===== config.mk =====
export PLATFORM = sky130hd
export DESIGN_NAME = mqr_host_flat
export DESIGN_NICKNAME = d
export VERILOG_FILES = /design/src/mqr_pkg.sv /design/src/mqr_if.sv /design/src/mqr_host.sv /design/src/flat_wrapper.sv
export SDC_FILE = /design/constraint.sdc
export NUM_CORES = 1
export LEC_CHECK = 0
export ABC_AREA = 1
export BUFFER_PORTS_ARGS = -buffer_cell sky130_fd_sc_hd__clkbuf_2
export CAP_MARGIN = 0
export CELL_PAD_IN_SITES_DETAIL_PLACEMENT = 0
export CELL_PAD_IN_SITES_GLOBAL_PLACEMENT = 1
export CORE_ASPECT_RATIO = 0.8
export CORE_MARGIN = 4
export CORE_UTILIZATION = 25
export CTS_CLUSTER_DIAMETER = 30
export DETAILED_ROUTE_END_ITERATION = 10
export PLACE_DENSITY_LB_ADDON = 0.05
export SYNTH_ARGS = -nofsm -noshare
export SYNTH_HDL_FRONTEND = slang
export SYNTH_SLANG_ARGS = --single-unit
export TNS_END_PERCENT = 100

===== constraint.sdc =====
create_clock -name ref_clk -period 1.35 [get_ports ref_clk]
set_clock_uncertainty 0.15 [all_clocks]
set_input_delay 0.0675 -clock ref_clk [delete_from_list [all_inputs] [get_ports ref_clk]]
set_output_delay 0.0675 -clock ref_clk [all_outputs]
set_load 0.02 [all_outputs]

===== src/mqr_pkg.sv =====
// constants shared by the read-port output control, its host and the link
// assumes a single 25 MHz clock shared by both ends of the link
package mqr_pkg;

  // ------------------------------------------------------------
  // link widths
  // ------------------------------------------------------------
  localparam int QADDR_W  = 6;   // queue address: chip number + queue
  localparam int CHIP_W   = 3;   // upper address bits compared to pins
  localparam int QIDX_W   = 3;   // lower address bits pick a queue
  localparam int NUM_Q    = 8;
  localparam int DATA_W   = 18;
  localparam int NARROW_W = 9;   // narrow output bus width
  localparam int SEL_DEPTH = 2;  // selection to valid flag, in cycles

  // ------------------------------------------------------------
  // timing
  // ------------------------------------------------------------
  localparam int CLK_NS      = 40;
  localparam int INIT_LOW_NS = 200;  // least low time of full_init_n
  localparam int INIT_CYCLES = (INIT_LOW_NS + CLK_NS - 1) / CLK_NS;

  // ------------------------------------------------------------
  // host register map (word index on the software port)
  // ------------------------------------------------------------
  localparam int REG_AW  = 4;
  localparam int REG_DW  = 32;
  localparam logic [3:0] OFS_CTRL = 4'h0;
  localparam logic [3:0] OFS_SEL  = 4'h1;
  localparam logic [3:0] OFS_READ = 4'h2;
  localparam logic [3:0] OFS_DATA = 4'h3;
  localparam logic [3:0] OFS_STAT = 4'h4;
  localparam logic [3:0] OFS_MASK = 4'h5;
  localparam logic [3:0] OFS_LINK = 4'h6;

  // ctrl fields
  localparam int CTRL_INIT  = 0;   // write 1: run a master reset
  localparam int CTRL_LEAD  = 1;
  localparam int CTRL_OW    = 2;
  localparam int CTRL_IW    = 3;
  localparam int CTRL_CHIP  = 4;   // 3 bits
  localparam int CTRL_OEN   = 7;   // out_en_n level
  localparam logic [7:0] CTRL_RST = 8'h82;  // lead, outputs disabled

  // sel fields
  localparam int SEL_NULL = 6;

  // status / mask bits
  localparam int ST_W     = 3;
  localparam int ST_WORD  = 0;   // word captured
  localparam int ST_EMPTY = 1;   // read found no valid word
  localparam int ST_INIT  = 2;   // master reset finished
  localparam logic [2:0] MASK_RST = 3'h0;

endpackage : mqr_pkg


===== src/mqr_if.sv =====
// read-port link between a queue device and the host that reads it
// assumes both ends share ref_clk; tri-state lines come as value+enable
`timescale 1ns/100ps
interface mqr_if;
  import mqr_pkg::*;

  // configuration and master reset
  logic                    full_init_n;
  logic                    chain_lead_select;
  logic                    out_width_sel;
  logic                    in_width_sel;
  logic [CHIP_W-1:0]       chip_number_pins;
  // read port selection and reads
  logic [QADDR_W-1:0]      rd_queue_addr;
  logic                    rd_addr_strobe;
  logic                    null_q_sel;
  logic                    rd_en_n;
  logic                    out_en_n;
  // three-state outputs of the device
  logic [DATA_W-1:0]       q_out;
  logic                    q_oe_n;
  logic                    word_valid_n;
  logic                    word_valid_oe_n;

  modport dev (
    input  full_init_n, chain_lead_select, out_width_sel, in_width_sel,
    input  chip_number_pins, rd_queue_addr, rd_addr_strobe, null_q_sel,
    input  rd_en_n, out_en_n,
    output q_out, q_oe_n, word_valid_n, word_valid_oe_n
  );

  modport host (
    output full_init_n, chain_lead_select, out_width_sel, in_width_sel,
    output chip_number_pins, rd_queue_addr, rd_addr_strobe, null_q_sel,
    output rd_en_n, out_en_n,
    input  q_out, q_oe_n, word_valid_n, word_valid_oe_n
  );

endinterface : mqr_if


===== src/mqr_host.sv =====
// host end: register-driven controller that resets, selects and reads
// assumes software on a plain strobe port and the device on ref_clk
//
// Implementation choices: the address map and the plain strobed port.
`timescale 1ns/100ps
module mqr_host
  import mqr_pkg::*;
(
  // clock and reset
  input  wire logic              ref_clk,
  input  wire logic              sys_rst,
  // software port
  input  wire logic [REG_AW-1:0] reg_addr,
  input  wire logic [REG_DW-1:0] reg_wdata,
  input  wire logic              reg_wr,
  input  wire logic              reg_rd,
  output logic [REG_DW-1:0]      reg_rdata,
  output logic                   irq,
  // link
  mqr_if.host                    link
);
  import mqr_pkg::*;

  // ------------------------------------------------------------
  // state
  // ------------------------------------------------------------
  logic [7:0]        ctrl_reg;
  logic [3:0]        init_cnt_reg;
  logic              init_n_reg;
  logic [QADDR_W-1:0] addr_reg;
  logic              strobe_reg;
  logic              null_reg;
  logic              rd_en_n_reg;
  logic              rd_wait_reg;
  logic [DATA_W-1:0] data_reg;
  logic [ST_W-1:0]   stat_reg;
  logic [ST_W-1:0]   mask_reg;
  logic [REG_DW-1:0] rdata_reg;
  logic              irq_reg;
  logic [ST_W-1:0]   ev;
  logic              wv_seen;

  function automatic logic wr_at(input logic [3:0] ofs);
    return reg_wr && reg_addr == ofs;
  endfunction : wr_at

  // ------------------------------------------------------------
  // control and master reset pulse
  // ------------------------------------------------------------
  // a floating flag reads as not valid
  assign wv_seen = !link.word_valid_oe_n && !link.word_valid_n;

  always_ff @(posedge ref_clk)
  begin
    if (sys_rst)
      ctrl_reg <= CTRL_RST;
    else if (wr_at(OFS_CTRL))
      ctrl_reg <= {reg_wdata[7:1], 1'b0};
  end

  // init low for a fixed count, then released
  always_ff @(posedge ref_clk)
  begin
    if (sys_rst)
    begin
      init_cnt_reg <= 4'(INIT_CYCLES);
      init_n_reg   <= 1'b0;
    end
    else if (wr_at(OFS_CTRL) && reg_wdata[CTRL_INIT])
    begin
      init_cnt_reg <= 4'(INIT_CYCLES);
      init_n_reg   <= 1'b0;
    end
    else if (init_cnt_reg != 4'h0)
      init_cnt_reg <= init_cnt_reg - 4'h1;
    else
      init_n_reg <= 1'b1;
  end

  // ------------------------------------------------------------
  // selection and reads
  // ------------------------------------------------------------
  always_ff @(posedge ref_clk)
  begin
    if (sys_rst)
    begin
      addr_reg   <= '0;
      null_reg   <= 1'b0;
      strobe_reg <= 1'b0;
    end
    else
    begin
      strobe_reg <= wr_at(OFS_SEL) && init_n_reg;
      if (wr_at(OFS_SEL))
      begin
        addr_reg <= reg_wdata[QADDR_W-1:0];
        null_reg <= reg_wdata[SEL_NULL];
      end
    end
  end

  // one-cycle read, word sampled one cycle after the read edge
  always_ff @(posedge ref_clk)
  begin
    if (sys_rst)
    begin
      rd_en_n_reg <= 1'b1;
      rd_wait_reg <= 1'b0;
      data_reg    <= '0;
    end
    else
    begin
      rd_en_n_reg <= ~(wr_at(OFS_READ) && init_n_reg);
      rd_wait_reg <= ~rd_en_n_reg;
      if (rd_wait_reg && wv_seen)
        data_reg <= link.q_out;
    end
  end

  // ------------------------------------------------------------
  // status, mask, interrupt
  // ------------------------------------------------------------
  assign ev[ST_WORD]  = rd_wait_reg && wv_seen;
  assign ev[ST_EMPTY] = rd_wait_reg && !wv_seen;
  assign ev[ST_INIT]  = init_cnt_reg == 4'h1;

  // set wins over a write-one clear in the same cycle
  always_ff @(posedge ref_clk)
  begin
    if (sys_rst)
      stat_reg <= '0;
    else if (wr_at(OFS_STAT))
      stat_reg <= (stat_reg & ~reg_wdata[ST_W-1:0]) | ev;
    else
      stat_reg <= stat_reg | ev;
  end

  always_ff @(posedge ref_clk)
  begin
    if (sys_rst)
      mask_reg <= MASK_RST;
    else if (wr_at(OFS_MASK))
      mask_reg <= reg_wdata[ST_W-1:0];
  end

  always_ff @(posedge ref_clk)
  begin
    if (sys_rst)
      irq_reg <= 1'b0;
    else
      irq_reg <= |(stat_reg & mask_reg);
  end

  // read data the cycle after the strobe; unmapped reads give zero
  always_ff @(posedge ref_clk)
  begin
    if (sys_rst)
      rdata_reg <= '0;
    else if (reg_rd)
    begin
      unique case (reg_addr)
        OFS_CTRL: rdata_reg <= {24'h000000, ctrl_reg};
        OFS_SEL:  rdata_reg <= {25'h0000000, null_reg, addr_reg};
        OFS_DATA: rdata_reg <= {14'h0000, data_reg};
        OFS_STAT: rdata_reg <= {29'h00000000, stat_reg};
        OFS_MASK: rdata_reg <= {29'h00000000, mask_reg};
        OFS_LINK: rdata_reg <= {28'h0000000, init_n_reg, link.q_oe_n,
                                link.word_valid_oe_n, link.word_valid_n};
        default:  rdata_reg <= '0;
      endcase
    end
  end

  // ------------------------------------------------------------
  // outputs
  // ------------------------------------------------------------
  assign reg_rdata              = rdata_reg;
  assign irq                    = irq_reg;
  assign link.full_init_n       = init_n_reg;
  assign link.chain_lead_select = ctrl_reg[CTRL_LEAD];
  assign link.out_width_sel     = ctrl_reg[CTRL_OW];
  assign link.in_width_sel      = ctrl_reg[CTRL_IW];
  assign link.chip_number_pins  = ctrl_reg[CTRL_CHIP +: CHIP_W];
  assign link.rd_queue_addr     = addr_reg;
  assign link.rd_addr_strobe    = strobe_reg;
  assign link.null_q_sel        = null_reg;
  assign link.rd_en_n           = rd_en_n_reg;
  assign link.out_en_n          = ctrl_reg[CTRL_OEN];

endmodule : mqr_host


===== src/flat_wrapper.sv =====
// flat-port wrapper written by rule: the top's interface ports become plain ports
module mqr_host_flat import mqr_pkg::*;
  (ref_clk, sys_rst, reg_addr, reg_wdata, reg_wr, reg_rd, reg_rdata, irq, link_full_init_n, link_chain_lead_select, link_out_width_sel, link_in_width_sel, link_chip_number_pins, link_rd_queue_addr, link_rd_addr_strobe, link_null_q_sel, link_rd_en_n, link_out_en_n, link_q_out, link_q_oe_n, link_word_valid_n, link_word_valid_oe_n);
  mqr_if link_i ();
  input  wire logic ref_clk;
  input  wire logic sys_rst;
  input  wire logic [REG_AW-1:0] reg_addr;
  input  wire logic [REG_DW-1:0] reg_wdata;
  input  wire logic reg_wr;
  input  wire logic reg_rd;
  output logic [REG_DW-1:0] reg_rdata;
  output logic irq;
  output wire logic [$bits(link_i.full_init_n)-1:0] link_full_init_n;
  output wire logic [$bits(link_i.chain_lead_select)-1:0] link_chain_lead_select;
  output wire logic [$bits(link_i.out_width_sel)-1:0] link_out_width_sel;
  output wire logic [$bits(link_i.in_width_sel)-1:0] link_in_width_sel;
  output wire logic [$bits(link_i.chip_number_pins)-1:0] link_chip_number_pins;
  output wire logic [$bits(link_i.rd_queue_addr)-1:0] link_rd_queue_addr;
  output wire logic [$bits(link_i.rd_addr_strobe)-1:0] link_rd_addr_strobe;
  output wire logic [$bits(link_i.null_q_sel)-1:0] link_null_q_sel;
  output wire logic [$bits(link_i.rd_en_n)-1:0] link_rd_en_n;
  output wire logic [$bits(link_i.out_en_n)-1:0] link_out_en_n;
  input wire logic [$bits(link_i.q_out)-1:0] link_q_out;
  input wire logic [$bits(link_i.q_oe_n)-1:0] link_q_oe_n;
  input wire logic [$bits(link_i.word_valid_n)-1:0] link_word_valid_n;
  input wire logic [$bits(link_i.word_valid_oe_n)-1:0] link_word_valid_oe_n;
  assign link_full_init_n = link_i.full_init_n;
  assign link_chain_lead_select = link_i.chain_lead_select;
  assign link_out_width_sel = link_i.out_width_sel;
  assign link_in_width_sel = link_i.in_width_sel;
  assign link_chip_number_pins = link_i.chip_number_pins;
  assign link_rd_queue_addr = link_i.rd_queue_addr;
  assign link_rd_addr_strobe = link_i.rd_addr_strobe;
  assign link_null_q_sel = link_i.null_q_sel;
  assign link_rd_en_n = link_i.rd_en_n;
  assign link_out_en_n = link_i.out_en_n;
  assign link_i.q_out = link_q_out;
  assign link_i.q_oe_n = link_q_oe_n;
  assign link_i.word_valid_n = link_word_valid_n;
  assign link_i.word_valid_oe_n = link_word_valid_oe_n;
  mqr_host u_core (.ref_clk(ref_clk), .sys_rst(sys_rst), .reg_addr(reg_addr), .reg_wdata(reg_wdata), .reg_wr(reg_wr), .reg_rd(reg_rd), .reg_rdata(reg_rdata), .irq(irq), .link(link_i));
endmodule

Word level (Yosys, flattened, before mapping) --
Index checks and enable logic that the tools add are counted.
Operators by class: bitwise operators 7, add/subtract/negate cells 1, divide/modulo/power cells 0, reductions and logical operators 18, eq/ne operators 7, $lt $le $gt $ge 0, shift operators 0, muxes and demuxes 2, multiply operators 0
Operators by type and width (number):
- $pmux W18 S6 | 1
- $eq A4 B3 Y1 const B | 3
- $logic_and A1 B1 Y1 | 11
- $eq A4 B1 Y1 const B | 2
- $eq A4 B2 Y1 const B | 2
- $and A3 B3 Y3 | 2
- $or A3 B3 Y3 | 2
- $logic_not A4 Y1 | 1
- $reduce_bool A4 Y1 | 1
- $sub A4 B1 Y4 const B | 1
- $logic_not A1 Y1 | 3
- $mux W3 | 1
- $not A3 Y3 | 1
- $reduce_or A3 Y1 | 1
- $not A1 Y1 | 2
- $reduce_or A2 Y1 | 1
Word-level totals: register bits after elaboration 79, latch bits 0, memories 0, memory bits (read-only) 0, RAM bits 0

Depth between registers and ports, before layout --
depth in word-level cells 6, gate-level depth with buffers 9

Worst setup path after synthesis --
Ideal clock, no wire load.
path type register to register, start reg u_core.rd_wait_reg, end reg u_core.data_reg[10], cell stages (with the launch flop) 7, arrival time 1.001 ns, data required time 1.084 ns, slack 0.083 ns, clock period less this slack 1.267 ns, path through dfxtp_1 nand2_1 buf_2 clkinv_1 buf_2 nor2_1 nor2_1
On the way: word-level cells in the longest chain between the ends 1
RTL lines:
- start: declaration | RTL line mqr_host.sv:34 | logic rd_wait_reg;
- start signal: assignment | RTL line mqr_host.sv:114 | rd_wait_reg <= ~rd_en_n_reg;
- $logic_and A1 B1 Y1 | RTL line mqr_host.sv:115 | if (rd_wait_reg && wv_seen)
- end signal: assignment | RTL line mqr_host.sv:116 | data_reg <= link.q_out;
- end: declaration | RTL line mqr_host.sv:35 | logic [DATA_W-1:0] data_reg;
No other way between the ends. A chain may end at the register's enable or synchronous reset.

Worst setup path in the final report --
start in link_word_valid_oe_n, end reg u_core.data_reg[6]
On the way: word-level cells in the longest chain between the ends 3
RTL lines:
- start: declaration | RTL line flat_wrapper.sv:26 | input wire logic [$bits(link_i.word_valid_oe_n)-1:0] link_word_valid_oe_n;
- $logic_not A1 Y1 | RTL line mqr_host.sv:51 | assign wv_seen = !link.word_valid_oe_n && !link.word_valid_n;
- $logic_and A1 B1 Y1 | RTL line mqr_host.sv:51
- $logic_and A1 B1 Y1 | RTL line mqr_host.sv:115
No other way between the ends.

==> flow_metrics.py <==
metrics = {
    "cts": {
        "insertion_delay_ns": 0.33,
        "cts_tree": "built",
        "path_clk_slew_ns": 0.05,
        "cts_setup_buffers": 0,
        "ctsHtreeMaxLevel": 3,
        "cts_root_buffer": "clkbuf_16",
        "clockBufferDepth": 2,
        "cts_buffers": 9,
        "cts_sinks": 65,
    },
    "floorplanning": {
        "initial_core_util_pct": 26.20,
        "fp.dieH_um": 101.8,
        "rows": 33,
        "die_area_mm2": 0.01274,
        "num_io_pins": 111,
        "core_area_mm2": 0.01049,
        "die_w_um": 125.2,
    },
    "setup_path": {
        "critical_path_class": "input port to register",
        "worst_ep_required_time_ns": 1.42,
        "crit_path_cell_trace": "dlygate4sd3_1, clkbuf_2, nor2_2, nand2_2, buf_4, o21ai_0, nor2_1",
        "crit_family": "buffers and inverters",
        "cp.arrival_ns": 1.34,
        "end_kind": "register",
        "crit_fanout": 12,
        "max_stage_delay_ns": 0.53,
        "cp-start-kind": "input port",
        "path_buf_inv": 3,
        "cp_slowest_cell": "dlygate4sd3_1",
    },
    "placement": {
        "place_area_mm2": 0.003323,
        "preCtsSetupSlack_ns": -0.05127,
        "gp_congestion": 0.7730,
        "io_buffer_count": 72,
        "hpwl_mm": 6.387,
    },
    "timing": {
        "hold_viol": 0,
        "fmax_mhz": 789.8,
        "fin_ws_ns": 0.08389,
        "fin_crit_ns": 1.266,
        "rsz0062_at_grt": "true",
        "finalCritPeriodShare_pct": 93.79,
        "setup_viol": 0,
        "report.final.slew_viol_count": 0,
    },
    "final_layout": {
        "fill_cells": 1159,
        "fin_nets": 558,
        "syn_to_final_growth_pct": 43.44,
        "antenna_cells": 0,
        "final_core_util_pct": 37.58,
        "final_cell_area_mm2": 0.003941,
        "multi_input_area_mm2": 0.001227,
        "drive_gt1_share_pct": 23.45,
        "layout.area.seq_mm2": 0.001301,
    },
    "run_status": {
        "status": "finished, final reports clean",
    },
    "synthesis": {
        "synth-xor-area-share_pct": 0,
        "yosys.area.top_type_share_pct": 47.36,
        "avgSynthCellArea_um2": 7.327,
        "yosysWarningCount": 0,
        "yosys.area_share.simple_pct": 24.68,
        "synth_cell_types": 25,
        "yosys-top-cells-area": "dfxtp_1 (47%), nand2_1 (11%), o21ai_0 (8.2%), nor2_1 (7.8%), a21oi_1 (6.4%)",
        "muxShareOfSynthArea_pct": 0,
        "yosys.area.top_type": "dfxtp_1",
        "synth-compound-area-share_pct": 16.53,
        "synth-adder-area-share_pct": 1.366,
        "syn_area_mm2": 0.002748,
        "synth_seq_cells": 65,
        "synth_top_family_by_area": "simple AND/OR/NAND/NOR gates",
        "syn_inst": 375,
        "yosysSeqAreaShare_pct": 47.36,
    },
    "grt": {
        "grt_max_degree": 42,
        "grt_pass1_wl_mm": 13.30,
        "grt_remaining_overflow": 0,
        "track_usage_pct": 13.55,
        "grt_pass1_vias": 2568,
        "antenna_found_initial": 0,
    },
    "detailed_routing": {
        "wirelength_mm": 8.456,
        "dr.pass1.iters": 5,
        "antenna_left": 0,
        "drtIter0Drc": 72,
        "drc_errors": 0,
        "routedWlPerCell_um": 13.23,
        "vias": 2678,
        "via_per_inst": 4.191,
    },
    "power": {
        "ir_drop_uv": 691.5,
        "powerDensity_mw_per_mm2": 1251,
        "p_leak_uw": 0.001755,
    },
    "worst_hold_path": {
        "worst_hold_path_type": "input port to register",
    },
    "flow_run": {
        "maxCapViolations": 0,
    },
}
-- worst reg2reg max path, delay by kind of cell, from the launching register on --
family,cells,cell delay (ns)
AOI/OAI and AO/OA,1,0.17
adders and majority gates,1,0.23
buffers and inverters,1,0.06
DFF,1,0.32
and+or+nand+nor,2,0.22
-- layout make-up --
type                            count  share of cell area, %
Timing Repair Buffer              123                  21.17
Tap cell                          140                  4.444
Multi-Input combinational cell    270                  31.14
Inverter                           25                  2.381
Clock buffer                       14                  6.952
Sequential cell                    65                  33.02
Clock inverter                      2                 0.8889
-- power by group --
| part | leakage (uW) | internal (uW) | switching, uW |
|---|---|---|---|
| Sequential | 0.000527 | 1970 | 37.1 |
| Combinational | 0.00107 | 224 | 297 |
| Clock | 0.000153 | 1580 | 824 |
-- routing by layer --
metal / global-route usage (%) / wire [um] / up-vias
li1: - / - / 1431
met1: 18.09 / 4264 / 1177
met2: 20.94 / 3661 / 61
met3: 4.744 / 446 / 9
met4: 3.750 / 84 / 0
met5: 0 / 0 / -
-- placed cells by master (no fill, tap or decap), drive strengths merged --
cell / synthesis / final
clkbuf: 8 / 86
nand2: 81 / 81
dfxtp: 65 / 65
nor2: 61 / 61
o21ai: 46 / 46
a21oi: 35 / 35
dlygate4sd3: 0 / 30
inv: 24 / 24
buf: 20 / 21
nand3: 20 / 20
conb: 1 / 14
o211ai: 4 / 4
ha: 3 / 3
nand4: 2 / 2
nor3: 2 / 2
clkinv: 1 / 2
o31ai: 1 / 1
o21a: 1 / 1
bufinv: 0 / 1
-- synth_stat cells --
master    count
buf_4        16
o21ai_2       1
conb_1        1
buf_1         1
clkbuf_1      7
o31ai_1       1
nand4_1       2
a21oi_1      35
clkinv_1      1
inv_1        23
o21ai_0      45
dfxtp_1      65
nand2_1      80
o21a_1        1
clkbuf_8      1
nor2_1       57
nor3_1        2
buf_2         3
nor2_4        2
nand2_2       1
ha_1          3
inv_2         1
nor2_2        2
o211ai_1      4
nand3_1      20
-- cells by family after synthesis --
logic type	Yosys count
other cells	1
simple gates	166
flops	65
fa+ha+maj	3
buf+inv	53
compound gates	87
-- what timing repair did --
action                     in CTS  in global routing
hold endpoints to repair       38                  0
hold buffers                   30                  0
setup endpoints to repair       0                 20
resized for setup               0                  9
-- worst paths after layout --
check	from	end	slack [ns]	cells past startpoint
setup / recovery	link_word_valid_oe_n	u_core.data_reg[6]	0.08	7
hold / removal	reg_wr	u_core.link.rd_en_n	0.01	5
setup reg to reg	u_core.init_cnt_reg[0]	u_core.init_cnt_reg[1]	0.10	5
hold reg to reg	u_core.link.rd_en_n	u_core.rd_wait_reg	0.26	1
-- metrics by stage --
step                      power, uW  cells   TNS, ns  hold WS (ns)
after floorplan                2329    388         0       0.03072
after global placement         2502    593   -0.1921        0.1383
after detailed placement       2504    593   -0.1774        0.1432
after CTS                      5008    639         0      0.002294
after global routing           5167    639  -0.01375       0.02228
final                          4931    639         0      0.009575
Note: power is estimated with default switching activity, not from simulation.
